===== src/core/aocs_pkg.sv =====
// Constants and types for the Add-On general control and status register.
package aocs_pkg;
	localparam logic [7:0] AOCS_REG_OFFSET = 8'h00;
	localparam int AOCS_NV_BUSY_BIT = 31;
	localparam int AOCS_NV_OP_LSB = 29;
	localparam int AOCS_RD_FIFO_RST_BIT = 25;
	localparam int AOCS_NV_PORT_LSB = 16;
	localparam int AOCS_BIST_LSB = 12;
	localparam logic [7:0] AOCS_NV_PORT_RESET = 8'h00;
	localparam logic [3:0] AOCS_BIST_RESET = 4'h0;
	localparam logic [1:0] AOCS_HTRANS_NONSEQ = 2'h2;
	localparam logic [1:0] AOCS_HTRANS_SEQ = 2'h3;

	typedef enum logic [1:0] {
		AOCS_OP_READ = 2'h0,
		AOCS_OP_LO_ADDR = 2'h1,
		AOCS_OP_HI_ADDR = 2'h2,
		AOCS_OP_WR_DATA = 2'h3
	} aocs_nv_op_e;

	typedef enum logic [1:0] {
		AOCS_ST_IDLE = 2'b01,
		AOCS_ST_WAIT = 2'b10
	} aocs_state_e;

	typedef struct packed {
		logic req;
		logic we;
		logic [15:0] addr;
		logic [7:0] wdata;
	} aocs_nv_req_s;
endpackage : aocs_pkg


===== src/core/aocs_ahb_cap.sv =====
// AHB-Lite address phase capture for the single-register slave.
`timescale 1ns/1ps
module aocs_ahb_cap #(
	parameter int ADDR_W = 8
) (
	input wire logic clk,
	input wire logic arst_n,
	input wire logic hsel,
	input wire logic [1:0] htrans,
	input wire logic hwrite,
	input wire logic hready,
	input wire logic [ADDR_W-1:0] haddr,
	output logic rd_take,
	output logic wr_dphase_ff
);
	import aocs_pkg::*;

	logic nxt_wr_dphase;
	logic take;
	logic hit;

	// The register offset constant is a byte wide, so narrower addresses cannot decode it.
	if (ADDR_W < 8)
	begin : g_addr_w_check
		$error("ADDR_W must be at least 8");
	end

	always_comb
	begin
		take = hsel && hready && (htrans == AOCS_HTRANS_NONSEQ || htrans == AOCS_HTRANS_SEQ);
		hit = (haddr[ADDR_W-1:2] == (ADDR_W-2)'(AOCS_REG_OFFSET >> 2));
		rd_take = take && !hwrite && hit;
		nxt_wr_dphase = wr_dphase_ff;
		if (hready)
		begin
			nxt_wr_dphase = take && hwrite && hit;
		end
	end

	always_ff @(posedge clk or negedge arst_n)
	begin
		if (!arst_n)
		begin
			wr_dphase_ff <= 1'b0;
		end
		else
		begin
			wr_dphase_ff <= nxt_wr_dphase;
		end
	end
endmodule : aocs_ahb_cap


===== src/core/aocs_top.sv =====
// Add-On general control and status register, low part, behind an AHB-Lite slave.
`timescale 1ns/1ps
// Function
// RQ1: Writing one to bit 25 empties the pass-thru read FIFO.
// RQ2: Bit 25 is a self-clearing write-only pulse; reads return zero.
// RQ3: Software flushes only when no PCI pass-thru access runs; test use.
// RQ4: Eight-bit nv port works with control bits 31 to 29.
// RQ5: Port byte becomes low address, high address or data per bits 30:29.
// RQ6: After a read sequence the port returns the byte read from memory.
// RQ7: Condition-code field drives self-test completion code bits 3 to 0.
// RQ8: Bits 24 and 11 to 0 read zero; writes there are ignored.
module aocs_top #(
	parameter int ADDR_W = 8
) (
	input wire logic clk,
	input wire logic arst_n,
	input wire logic hsel,
	input wire logic [ADDR_W-1:0] haddr,
	input wire logic [1:0] htrans,
	input wire logic hwrite,
	input wire logic [2:0] hsize,
	input wire logic hready,
	input wire logic [31:0] hwdata,
	output logic [31:0] hrdata,
	output logic hreadyout,
	output logic hresp,
	output aocs_pkg::aocs_nv_req_s nv_req,
	input wire logic nv_done,
	input wire logic [7:0] nv_rdata,
	output logic rd_fifo_flush,
	output logic [3:0] bist_code
);
	import aocs_pkg::*;

	// ****************************************
	// Bus capture
	// ****************************************
	logic rd_take;
	logic wr_dphase_ff;

	aocs_ahb_cap #(
		.ADDR_W(ADDR_W)
	) u_cap (
		.clk(clk),
		.arst_n(arst_n),
		.hsel(hsel),
		.htrans(htrans),
		.hwrite(hwrite),
		.hready(hready),
		.haddr(haddr),
		.rd_take(rd_take),
		.wr_dphase_ff(wr_dphase_ff)
	);

	// ****************************************
	// Register state
	// ****************************************
	aocs_state_e state_ff;
	aocs_state_e nxt_state;
	logic [1:0] op_ff;
	logic [1:0] nxt_op;
	logic [7:0] port_ff;
	logic [7:0] nxt_port;
	logic [3:0] bist_ff;
	logic [3:0] nxt_bist;
	logic flush_ff;
	logic nxt_flush;
	aocs_nv_req_s nv_ff;
	aocs_nv_req_s nxt_nv;
	logic [31:0] rdata_ff;
	logic [31:0] nxt_rdata;
	logic ready_ff;
	logic [31:0] view;
	logic busy;
	logic wr_ok;

	always_comb
	begin
		nxt_state = state_ff;
		nxt_op = op_ff;
		nxt_port = port_ff;
		nxt_bist = bist_ff;
		nxt_flush = 1'b0; // RQ2
		nxt_nv = nv_ff;
		nxt_nv.req = 1'b0;
		wr_ok = wr_dphase_ff && hready;
		case (state_ff)
			AOCS_ST_IDLE:
			begin
				if (wr_ok)
				begin
					nxt_flush = hwdata[AOCS_RD_FIFO_RST_BIT]; // RQ1
					nxt_bist = hwdata[AOCS_BIST_LSB +: 4]; // RQ7
					nxt_port = hwdata[AOCS_NV_PORT_LSB +: 8]; // RQ4
					if (hwdata[AOCS_NV_BUSY_BIT])
					begin
						nxt_op = hwdata[AOCS_NV_OP_LSB +: 2];
						case (aocs_nv_op_e'(nxt_op))
							AOCS_OP_LO_ADDR: nxt_nv.addr[7:0] = nxt_port; // RQ5
							AOCS_OP_HI_ADDR: nxt_nv.addr[15:8] = nxt_port; // RQ5
							AOCS_OP_WR_DATA:
							begin
								nxt_nv.wdata = nxt_port; // RQ5
								nxt_nv.we = 1'b1;
								nxt_nv.req = 1'b1;
								nxt_state = AOCS_ST_WAIT;
							end
							default:
							begin
								nxt_nv.we = 1'b0;
								nxt_nv.req = 1'b1;
								nxt_state = AOCS_ST_WAIT;
							end
						endcase
					end
				end
			end
			AOCS_ST_WAIT:
			begin
				if (wr_ok)
				begin
					nxt_flush = hwdata[AOCS_RD_FIFO_RST_BIT]; // RQ1
					nxt_bist = hwdata[AOCS_BIST_LSB +: 4]; // RQ7
				end
				if (nv_done)
				begin
					if (!nv_ff.we)
					begin
						nxt_port = nv_rdata; // RQ6
					end
					nxt_state = AOCS_ST_IDLE;
				end
			end
			default:
			begin
				nxt_state = AOCS_ST_IDLE;
			end
		endcase
		busy = (nxt_state == AOCS_ST_WAIT);
		view = 32'h0000_0000; // RQ8
		view[AOCS_NV_BUSY_BIT] = busy;
		view[AOCS_NV_OP_LSB +: 2] = nxt_op;
		view[AOCS_NV_PORT_LSB +: 8] = nxt_port;
		view[AOCS_BIST_LSB +: 4] = nxt_bist;
		nxt_rdata = rd_take ? view : 32'h0000_0000;
	end

	always_ff @(posedge clk or negedge arst_n)
	begin
		if (!arst_n)
		begin
			state_ff <= AOCS_ST_IDLE;
			op_ff <= 2'h0;
			port_ff <= AOCS_NV_PORT_RESET;
			bist_ff <= AOCS_BIST_RESET;
			flush_ff <= 1'b0;
			nv_ff <= '0;
			rdata_ff <= 32'h0000_0000;
			ready_ff <= 1'b0;
		end
		else
		begin
			state_ff <= nxt_state;
			op_ff <= nxt_op;
			port_ff <= nxt_port;
			bist_ff <= nxt_bist;
			flush_ff <= nxt_flush;
			nv_ff <= nxt_nv;
			rdata_ff <= nxt_rdata;
			ready_ff <= 1'b1;
		end
	end

	// ****************************************
	// Outputs
	// ****************************************
	assign hrdata = rdata_ff;
	assign hreadyout = ready_ff;
	assign hresp = 1'b0;
	assign nv_req = nv_ff;
	assign rd_fifo_flush = flush_ff; // RQ3
	assign bist_code = bist_ff; // RQ7
endmodule : aocs_top


===== config.mk =====
export PLATFORM = sky130hd
export DESIGN_NAME = aocs_top
export DESIGN_NICKNAME = d
export VERILOG_FILES = /design/src/core/aocs_pkg.sv /design/src/core/aocs_ahb_cap.sv /design/src/core/aocs_top.sv
export SDC_FILE = /design/constraint.sdc
export NUM_CORES = 1
export LEC_CHECK = 0
export BUFFER_PORTS_ARGS = -buffer_cell sky130_fd_sc_hd__buf_4
export CAP_MARGIN = 20
export CORE_MARGIN = 1
export CORE_UTILIZATION = 40
export CTS_CLUSTER_SIZE = 28
export DETAILED_ROUTE_END_ITERATION = 8
export PLACE_DENSITY = 0.7
export SETUP_SLACK_MARGIN = 0.3
export SLEW_MARGIN = 20
export SYNTH_ARGS = -nofsm -noshare
export SYNTH_HDL_FRONTEND = slang
export SYNTH_HIERARCHICAL = 1
export SYNTH_SLANG_ARGS = --single-unit

===== constraint.sdc =====
create_clock -name clk -period 4.2 [get_ports clk]
set_input_delay 0.21 -clock clk [delete_from_list [all_inputs] [get_ports clk]]
set_output_delay 0.21 -clock clk [all_outputs]
set_load 0.02 [all_outputs]

==> results of run 1 <==
==> stage by stage <==
stage / cell area, sq um / cells / util, %
4_1_cts: 3540 / 387 / 55.2
3_3_place_gp: 3320 / 370 / 51.7
6_report: 3540 / 387 / 55.2
3_5_place_dp: 3320 / 370 / 51.7
2_1_floorplan: 2770 / 234 / -
5_1_grt: 3540 / 387 / 55.2
==> cell families (layout without fill, tap and decap cells) <==
group | count (synthesis) | in the layout | synth area share [%]
buffers and inverters | 41 | 117 | 8.66
AOI/OAI and AO/OA | 31 | 31 | 7.83
adders and majority gates | 5 | 5 | 2.32
and+or+nand+nor | 47 | 47 | 12.4
other | 2 | 19 | 0.278
DFF | 60 | 60 | 55.6
muxes | 31 | 31 | 12.9
==> layer usage <==
layer | up-vias | wire [microns] | global-route usage (%)
li1 | 889 | - | -
met1 | 885 | 2530 | 22.8
met2 | 69 | 2530 | 24.7
met3 | 9 | 391 | 5.01
met4 | 0 | 116 | 8.93
met5 | - | 0 | 0
==> state kept, by name, summed over array words and instances, names as in the netlist <==
register / flops
nv_req: 26
hrdata: 15
port_ff: 8
bist_code: 4
op_ff: 2
state_ff: 2
hreadyout: 1
rd_fifo_flush: 1
u_cap/wr_dphase_ff: 1
==> cell usage after synthesis, drive strengths merged <==
cell	count
a21boi	8
a21oi	5
a311o	1
and2	15
and4	1
and4b	7
and4bb	1
buf	22
clkbuf	3
conb	2
dfrtp	59
dfstp	1
ha	5
inv	16
mux2	31
nand2	12
nand2b	1
nand3b	1
nand4	1
nand4bb	1
nor2	1
nor3	1
nor3b	1
nor4b	1
nor4bb	1
o211ai	8
o21ai	8
o32ai	1
or2	1
or4	1
==> report_power, final <==
group,switching [mW],internal (mW),total (mW)
Combinational,0.134,0.0976,0.231
Sequential,0.0194,0.617,0.637
Clock,0.220,0.347,0.568
==> critical path, cell delays in order, from the launching register on <==
cell      delay, ps
dfstp_2         550
inv_1            50
ha_1            530
nand3b_1        320
mux2_2          380
and2_1          160
==> worst paths after layout <==
| kind | slack, ps | to | depth (start not counted) | start |
|---|---|---|---|---|
| worst max-delay path | 2100 | hrdata[12] | 5 | state_ff[0] |
| worst min-delay path | 90 | rd_fifo_flush | 3 | hwdata[25] |
| worst max register to register | 2100 | hrdata[12] | 5 | state_ff[0] |
| worst min register to register | 490 | op_ff[0] | 1 | op_ff[0] |
| max in group asynchronous | 3220 | nv_req[15] | 2 | arst_n |
| min in group asynchronous | 470 | hrdata[29] | 2 | arst_n |
==> layout by cell type, fill, tap and decap left out, types with 2 or more instances in the layout <==
cell,count
and2_1,15
a21boi_0,8
clkbuf_8,10
o211ai_1,8
dfrtp_1,59
nand2_2,3
conb_1,19
mux2_2,31
ha_1,5
a21oi_1,5
bufinv_16,2
buf_4,84
clkinv_2,3
nand2_1,9
o21ai_0,7
inv_1,16
and4b_1,7
==> layout make-up <==
| type | count | area share, % |
|---|---|---|
| well taps | 77 | 2.72 |
| repair buffers | 85 | 18.1 |
| clock buffers | 11 | 3.99 |
| inverters | 16 | 1.69 |
| multi-input cells | 133 | 29.0 |
| clock inverters | 5 | 2.12 |
| flip-flops and latches | 60 | 42.4 |
==> flow_results.org, run 1 <==
** Setup path
- Critical path type :: flip-flop to flip-flop
- Of all nets on the critical path, the largest fanout is 14.
- Data arrives at the worst endpoint at between 2000 and 2500 ps.
- For the worst setup path, the data required time is 4430 ps.
- Element type at the critical path end :: flip-flop
- The worst setup path is launched from a flip-flop.

** Routing
- Dividing the detail-routed wire length by the instance count gives 14.4 microns.
- Number of design rule violations left after detail routing :: 14
- First DRT Iteration DRCs :: 93
- After detailed routing, the number of vias per cell comes to roughly 4.8.
- Once detail routing completed, the nets flagged for antenna violations numbered 0.
- The pre-antenna-repair detailed-routing pass consisted of 6 iterations.
- Post-detailed-routing wire length :: 5.57 mm
- Vias after detailed routing :: 1852

** CTS
- The clock passes through at most 2 buffers.
- Hold_buf cts :: 1
- Once the clock tree was built, the resizer swapped 0 gates to a different size.
- Clock latency on the worst-skew pair :: 340 ps
- CTS placed an instance of clkbuf_8 at the clock tree root.
- Htree depth :: 3
- Number of setup buffers added after CTS :: 0
- Sinks on the clock net :: 60
- Reg clk slew, reported paths :: ~70 ps
- TritonCTS clock tree :: done
- TritonCTS created 9 clock buffers.

** Synthesis
- Synthesis produced a netlist whose cell count is around 220.
- Sequential cells were found to cover a little under three fifths of the synthesized design area.
- Post-synth top area share :: 54.7%
- The synthesized design contains 60 register bits.
- Synth unique cells :: 33
- During synthesis, Yosys emitted a total of 6 warnings.
- Library cell with the largest summed area after synthesis :: dfrtp_1
- Dividing the synthesized area by the synthesized cell count gives 12.4 sq um.
- Yosys attributes the largest share of cell area to dfrtp_1, mux2_2, buf_4.
- Synthesized cell area :: 2700 sq um

** Global route
- Number of antenna violations at the first check in global routing :: 0
- Vias in the first global route :: 1831
- Overflow after GRT :: 0
- In the global route stage, overall resource usage came out at between 10% and 20%.
- Global-route wire length before repair :: 9.03 mm
- Maximum number of pins on one net before global-route repair :: 61

** Floorplanning
- In this run the vertical extent of the chip is between 80 and 90 microns.
- In this run the core area contains 29 standard-cell rows.
- The core region is about 6400 sq um.
- For this configuration, the core starts out at a cell density of between 40% and 50%.
- The die covers about 7100 sq um.
- The die is 84.2 microns wide.
- Num ports :: 124

** STA
- In this run the tightest slew margin relative to its limit is 50.1%.
- Setup repair after global routing missed its margin :: false
- Setup violations remaining at the end of the flow were counted as 0.
- Timing would allow up to 476 MHz.
- The final count of hold timing violations came to 0.
- After routing, the total negative slack on setup checks comes to 0 ps.
- Hold Worst Slack :: 94.4 ps
- Minimum setup slack in the final design :: 2100 ps
- The routed design could run at a clock period as short as 2100 ps.
- The worst path uses roughly 50% of the clock period.
- At the pin with the least slew margin, the transition time is 749 ps.
- On the final layout, the worst clock skew is between 5 and 6 ps.
- Final Slew Violations :: 0

** Power
- IR drop worst, VDD :: 0.198 mV
- Total power per unit cell area :: 405 nW/um^2
- Overall Power :: 1.44 mW
- The analysis attributes to cell leakage a power of 1.86 nW.

** Status
- Outcome :: complete, but fails checks
- Violated checks :: design-rule violations

** Finish
- Area Growth Syn to Fin :: 31.2%
- Post-layout net count :: 369
- The multi-input combinational cells in the finished layout cover a total of 1030 sq um.
- Number of filler instances in the final layout :: 565
- The sequential cells in the finished layout cover a total of 1500 sq um.
- The repair_antennas step left the layout with diodes totalling 0.
- The post-route netlist has 44.8% of its cells at a drive strength greater than 1.

** Place
- Routability cong. :: approximately 0.74
- Pre-CTS setup slack :: 2120 ps
- Number of buffers inserted by port buffering :: 83
- Post-detailed-placement half-perimeter wirelength :: 3.82 mm

** Min path
- In this run the worst hold path is classified as input port to flip-flop.

** Flow run
- Max-cap violations :: 0
No activity file was read; power rests on OpenSTA's default activity.
==> inputs of run 2 (changes only) <==
ABC_AREA = 1   (was default)
clock period = 2.2 ns   (was 4.2 ns; I/O delays follow)
==> flow_results.org, run 2 <==
** CTS
- The number of clock buffers inserted by TritonCTS is 9 (unchanged).
- Max Buffers Root-to-Sink :: 2 (unchanged)
- Number of setup buffers added after CTS :: 0 (unchanged)
- TritonCTS built the clock tree.
- The clock-pin slew on the worst setup and hold paths is 70 ps (about the same).
- Clock latency on the worst-skew pair :: 330 ps (about the same)
- Htree depth :: 3 (unchanged)
- The total number of clock tree sinks is 60 (unchanged).
- Root buffer cell :: clkbuf_8

** Finish
- Area Growth Syn to Fin :: 31.6%
- Final standard cell utilization of the core :: 54.2% (-1.0 points)
- The library cell used most frequently in the layout, excluding fill and tap cells, is nand2_1.
- The number of flip-flops in the largest register came to 26 (unchanged).
- Post-layout net count :: 490 (+33%)
- In the layout the commonest cells are nand2_1, buf_4, dfrtp_1.
- Share of final-layout standard cells stronger than drive strength 1 :: 26.2% (-19 points)
- The filler cell count in the final layout came to 661 (+17%).
- The number of antenna repair diodes was 0 (unchanged).

** Setup path
- Sort of element at the start of the critical path :: flip-flop
- Critical path buffers and inverters :: 1 (unchanged)
- The top fanout value on the critical path is 18 (+4).
- Highest-delay cell along the critical path :: dfstp_2
- Worst EP arrival :: 1910 ps (-420 ps)
- CP delay by family, top :: flip-flops
- Element type at the critical path end :: flip-flop
- The worst setup path is of the flip-flop to flip-flop kind.
- Required @ worst endpoint :: 2410 ps (-2020 ps)
- Traced cell by cell, the critical path runs through ha_1, nand3_2, buf_4, o21ai_0, nand2_1.
- Max incr delay on CP :: 540 ps (about the same)

** Routing
- The routed length per placed instance came to 12.1 microns (-16%).
- Post-DRT Antenna Nets :: 0 (unchanged)
- Post-detailed-routing wire length :: 6.17 mm (+11%)
- The via-per-instance ratio is 4.56 (-4.7%).
- The DRC violation total after the first TritonRoute iteration is 67 (-28%).
- The routed via count is 2330 (+26%).
- The number of iterations in the first detailed-routing pass came to 6 (unchanged).
- The DRC violation count after routing is 0 (-14).

** Global route
- The via count of the first global-routing pass is 2138 (+17%).
- Overflow after GRT :: 0 (unchanged)
- Global-route wire length before repair :: 9.90 mm (+9.6%)
- Maximum number of pins on one net before global-route repair :: 61 (unchanged)
- The initial antenna violation count was 0 (unchanged).
- Combined global-route utilization of all metal layers :: 17.9% (+1.0 points)

** Place
- The weighted congestion at the end of routability-driven global placement was 0.769 (+3.7%).
- The worst setup slack before clock tree synthesis came to 422 ps (-1690 ps).
- Number of buffers inserted by port buffering :: 83 (unchanged)
- Post-detailed-placement half-perimeter wirelength :: 4.38 mm (+15%)

** Power
- IR drop worst, VDD :: 0.325 mV (+64%)
- The overall power is 2.66 mW (+85%).
- LEAKAGE :: 2.25 nW (+21%)
- The clock share of power came to 39.9% (+0.4 points).
- Net switching share of the total power :: 27.0% (+1.0 points)
- Cell internal power dissipation :: 1.94 mW (+83%)
- The net switching power is 0.719 mW (+93%).
- Total power per unit cell area :: 726 nW/um^2 (+79%)
- The combinational share of power is 16.4% (+0.3 points).
- Fraction of power consumed by sequential logic :: 43.7% (-0.6 points)

** Synthesis
- The post-synthesis sequential element count is 60 (unchanged).
- The sequential share of the synthesized area is 54.0% (-1.6 points).
- The synthesized area per cell is 8.30 sq um (-33%).
- Yosys attributes the largest share of cell area to dfrtp_1, nand2_1, inv_1.
- The total of warnings raised by yosys is 6 (unchanged).
- The synthesized instance count was 335 (+54%).
- Commonest cells in the netlist :: nand2_1, dfrtp_1, inv_1, o21ai_0, buf_4
- Post-synth top area share :: 53.1% (-1.6 points)
- Predominant post-synthesis flop cell :: dfrtp_1
- In the post-synthesis netlist, the cell with the most instances is nand2_1.
- Library cell with the largest summed area after synthesis :: dfrtp_1
- The async set-reset flop share out of synthesis came to 100% (unchanged).
- The post-synth design cell area is 2780 sq um (+3.0%).
- The distinct cell type count of the synthesized netlist came to 22 (-33%).
- The number of flops mapped to enable cells by yosys came to 0 (unchanged).

** Floorplanning
- Num ports :: 124 (unchanged)
- The initial core utilization was 41.2% (-0.89 points).
- The number of cell rows is 30 (+3.4%).
- The vertical die dimension came to 85.4 microns (+1.4%).
- Total die area :: 7290 sq um (+2.9%)
- The area of the core came to 6760 sq um (+5.2%).
- X dimension of the die :: 85.4 microns (+1.4%)

** STA
- Setup repair after global routing missed its margin :: false
- The post-route minimum period came to 1700 ps (-396 ps).
- Setup TNS after final layout :: 0 ps (unchanged)
- The maximum clock frequency is 587 MHz (+23%).
- Final worst path period share :: 77.5% (+27 points)
- Final Slew Violations :: 0 (unchanged)
- Hold Worst Slack :: 26.8 ps (-67.6 ps)
- Final Hold Fails :: 0 (unchanged)
- The worst path setup slack after routing was 496 ps (-1600 ps).
- The headroom to the max-slew limit came to 49.4% (-0.74 points).
- Setup skew after layout :: 9.07 ps (+3.65 ps)
- Endpoints failing setup :: 0 (unchanged)
- Actual slew at the worst max-slew pin :: 760 ps (+11.1 ps)

** Status
- The flow ran to the end, and the final reports show no timing, DRC or antenna violations.

** Flow run
- Max-cap violations :: 0 (unchanged)

** Min path
- The path class of the tightest hold or removal check is input port to flip-flop.
==> run 2: cell count changes in the layout (fill, tap and decap cells not counted), moves of 3 or more <==
cell,previous run,this run
a21boi_0,8,0
a21oi_1,5,10
and2_1,15,0
and4b_1,7,0
clkbuf_8,10,13
inv_1,16,42
mux2_2,31,0
nand2_1,9,129
nor2_1,1,14
nor2_2,0,3
o211ai_1,8,0
o21ai_0,7,29
==> run 2: worst paths after layout <==
| path | startpoint | depth (start not counted) | slack (ps) | to |
|---|---|---|---|---|
| worst min-delay path | hwdata[23] | 3 | 30 | nv_req[15] |
| worst max register to register | state_ff[0] | 5 | 500 | nv_req[19] |
| worst max-delay path | state_ff[0] | 5 | 500 | nv_req[19] |
| min in group asynchronous | arst_n | 2 | 380 | bist_code[0] |
| worst min register to register | port_ff[5] | 2 | 470 | port_ff[5] |
| max in group asynchronous | arst_n | 2 | 1290 | nv_req[22] |
==> run 2: metal layers <==
layer / routed length, microns / track usage [%] / up-vias / share of wire [%]
met2: 2900 / 28.4 / 63 / 47
met5: 0 / 0 / - / 0
met3: 355 / 5.45 / 9 / 5.7
li1: - / - / 1169 / -
met4: 117 / 7.42 / 0 / 1.9
met1: 2800 / 23.0 / 1089 / 45
==> run 2: final cells by class <==
| cell class | instances | area [sq um] | share of cell area [%] |
|---|---|---|---|
| flip-flops and latches | 60 | 1500 | 41.1 |
| clock inverters | 3 | 42.5 | 1.16 |
| well taps | 80 | 100 | 2.74 |
| repair buffers | 88 | 666 | 18.2 |
| clock buffers | 13 | 179 | 4.89 |
| inverters | 44 | 165 | 4.51 |
| multi-input cells | 223 | 1000 | 27.5 |
==> run 2: power groups by stage <==
stage / registers [mW] / clock network, mW / logic, mW
3_3_place_gp: 1.18 / 0 / 0.421
5_1_grt: 1.17 / 1.14 / 0.492
2_1_floorplan: 1.21 / 0 / 0.256
6_report: 1.16 / 1.06 / 0.436
3_5_place_dp: 1.18 / 0 / 0.429
4_1_cts: 1.16 / 1.08 / 0.433
==> run 2: timing repair <==
action,in CTS,in global routing
gates resized for setup,0,1
endpoints found under the setup margin,0,3
endpoints found under the hold margin,60,0
hold buffers,2,0
==> run 2: worst min-delay path: stages <==
cell     delay (ps)
buf_4           110
nand2_1          50
nand2_1          50
==> run 2: cells by family after synthesis <==
family	share of synthesized area (%)
AND/OR/NAND/NOR	23.2
buffers and inverters	12.3
flip-flops	54.0
AO/OA/AOI/OAI	7.92
adder cells (fa/ha/maj)	2.25
other	0.270
==> run 2: metrics by stage <==
| step | cell area (sq um) | cells |
|---|---|---|
| final | 3660 | 511 |
| after CTS | 3650 | 511 |
| after global routing | 3660 | 511 |
| after global placement | 3410 | 493 |
| after detailed placement | 3410 | 493 |
| after floorplan | 2850 | 352 |
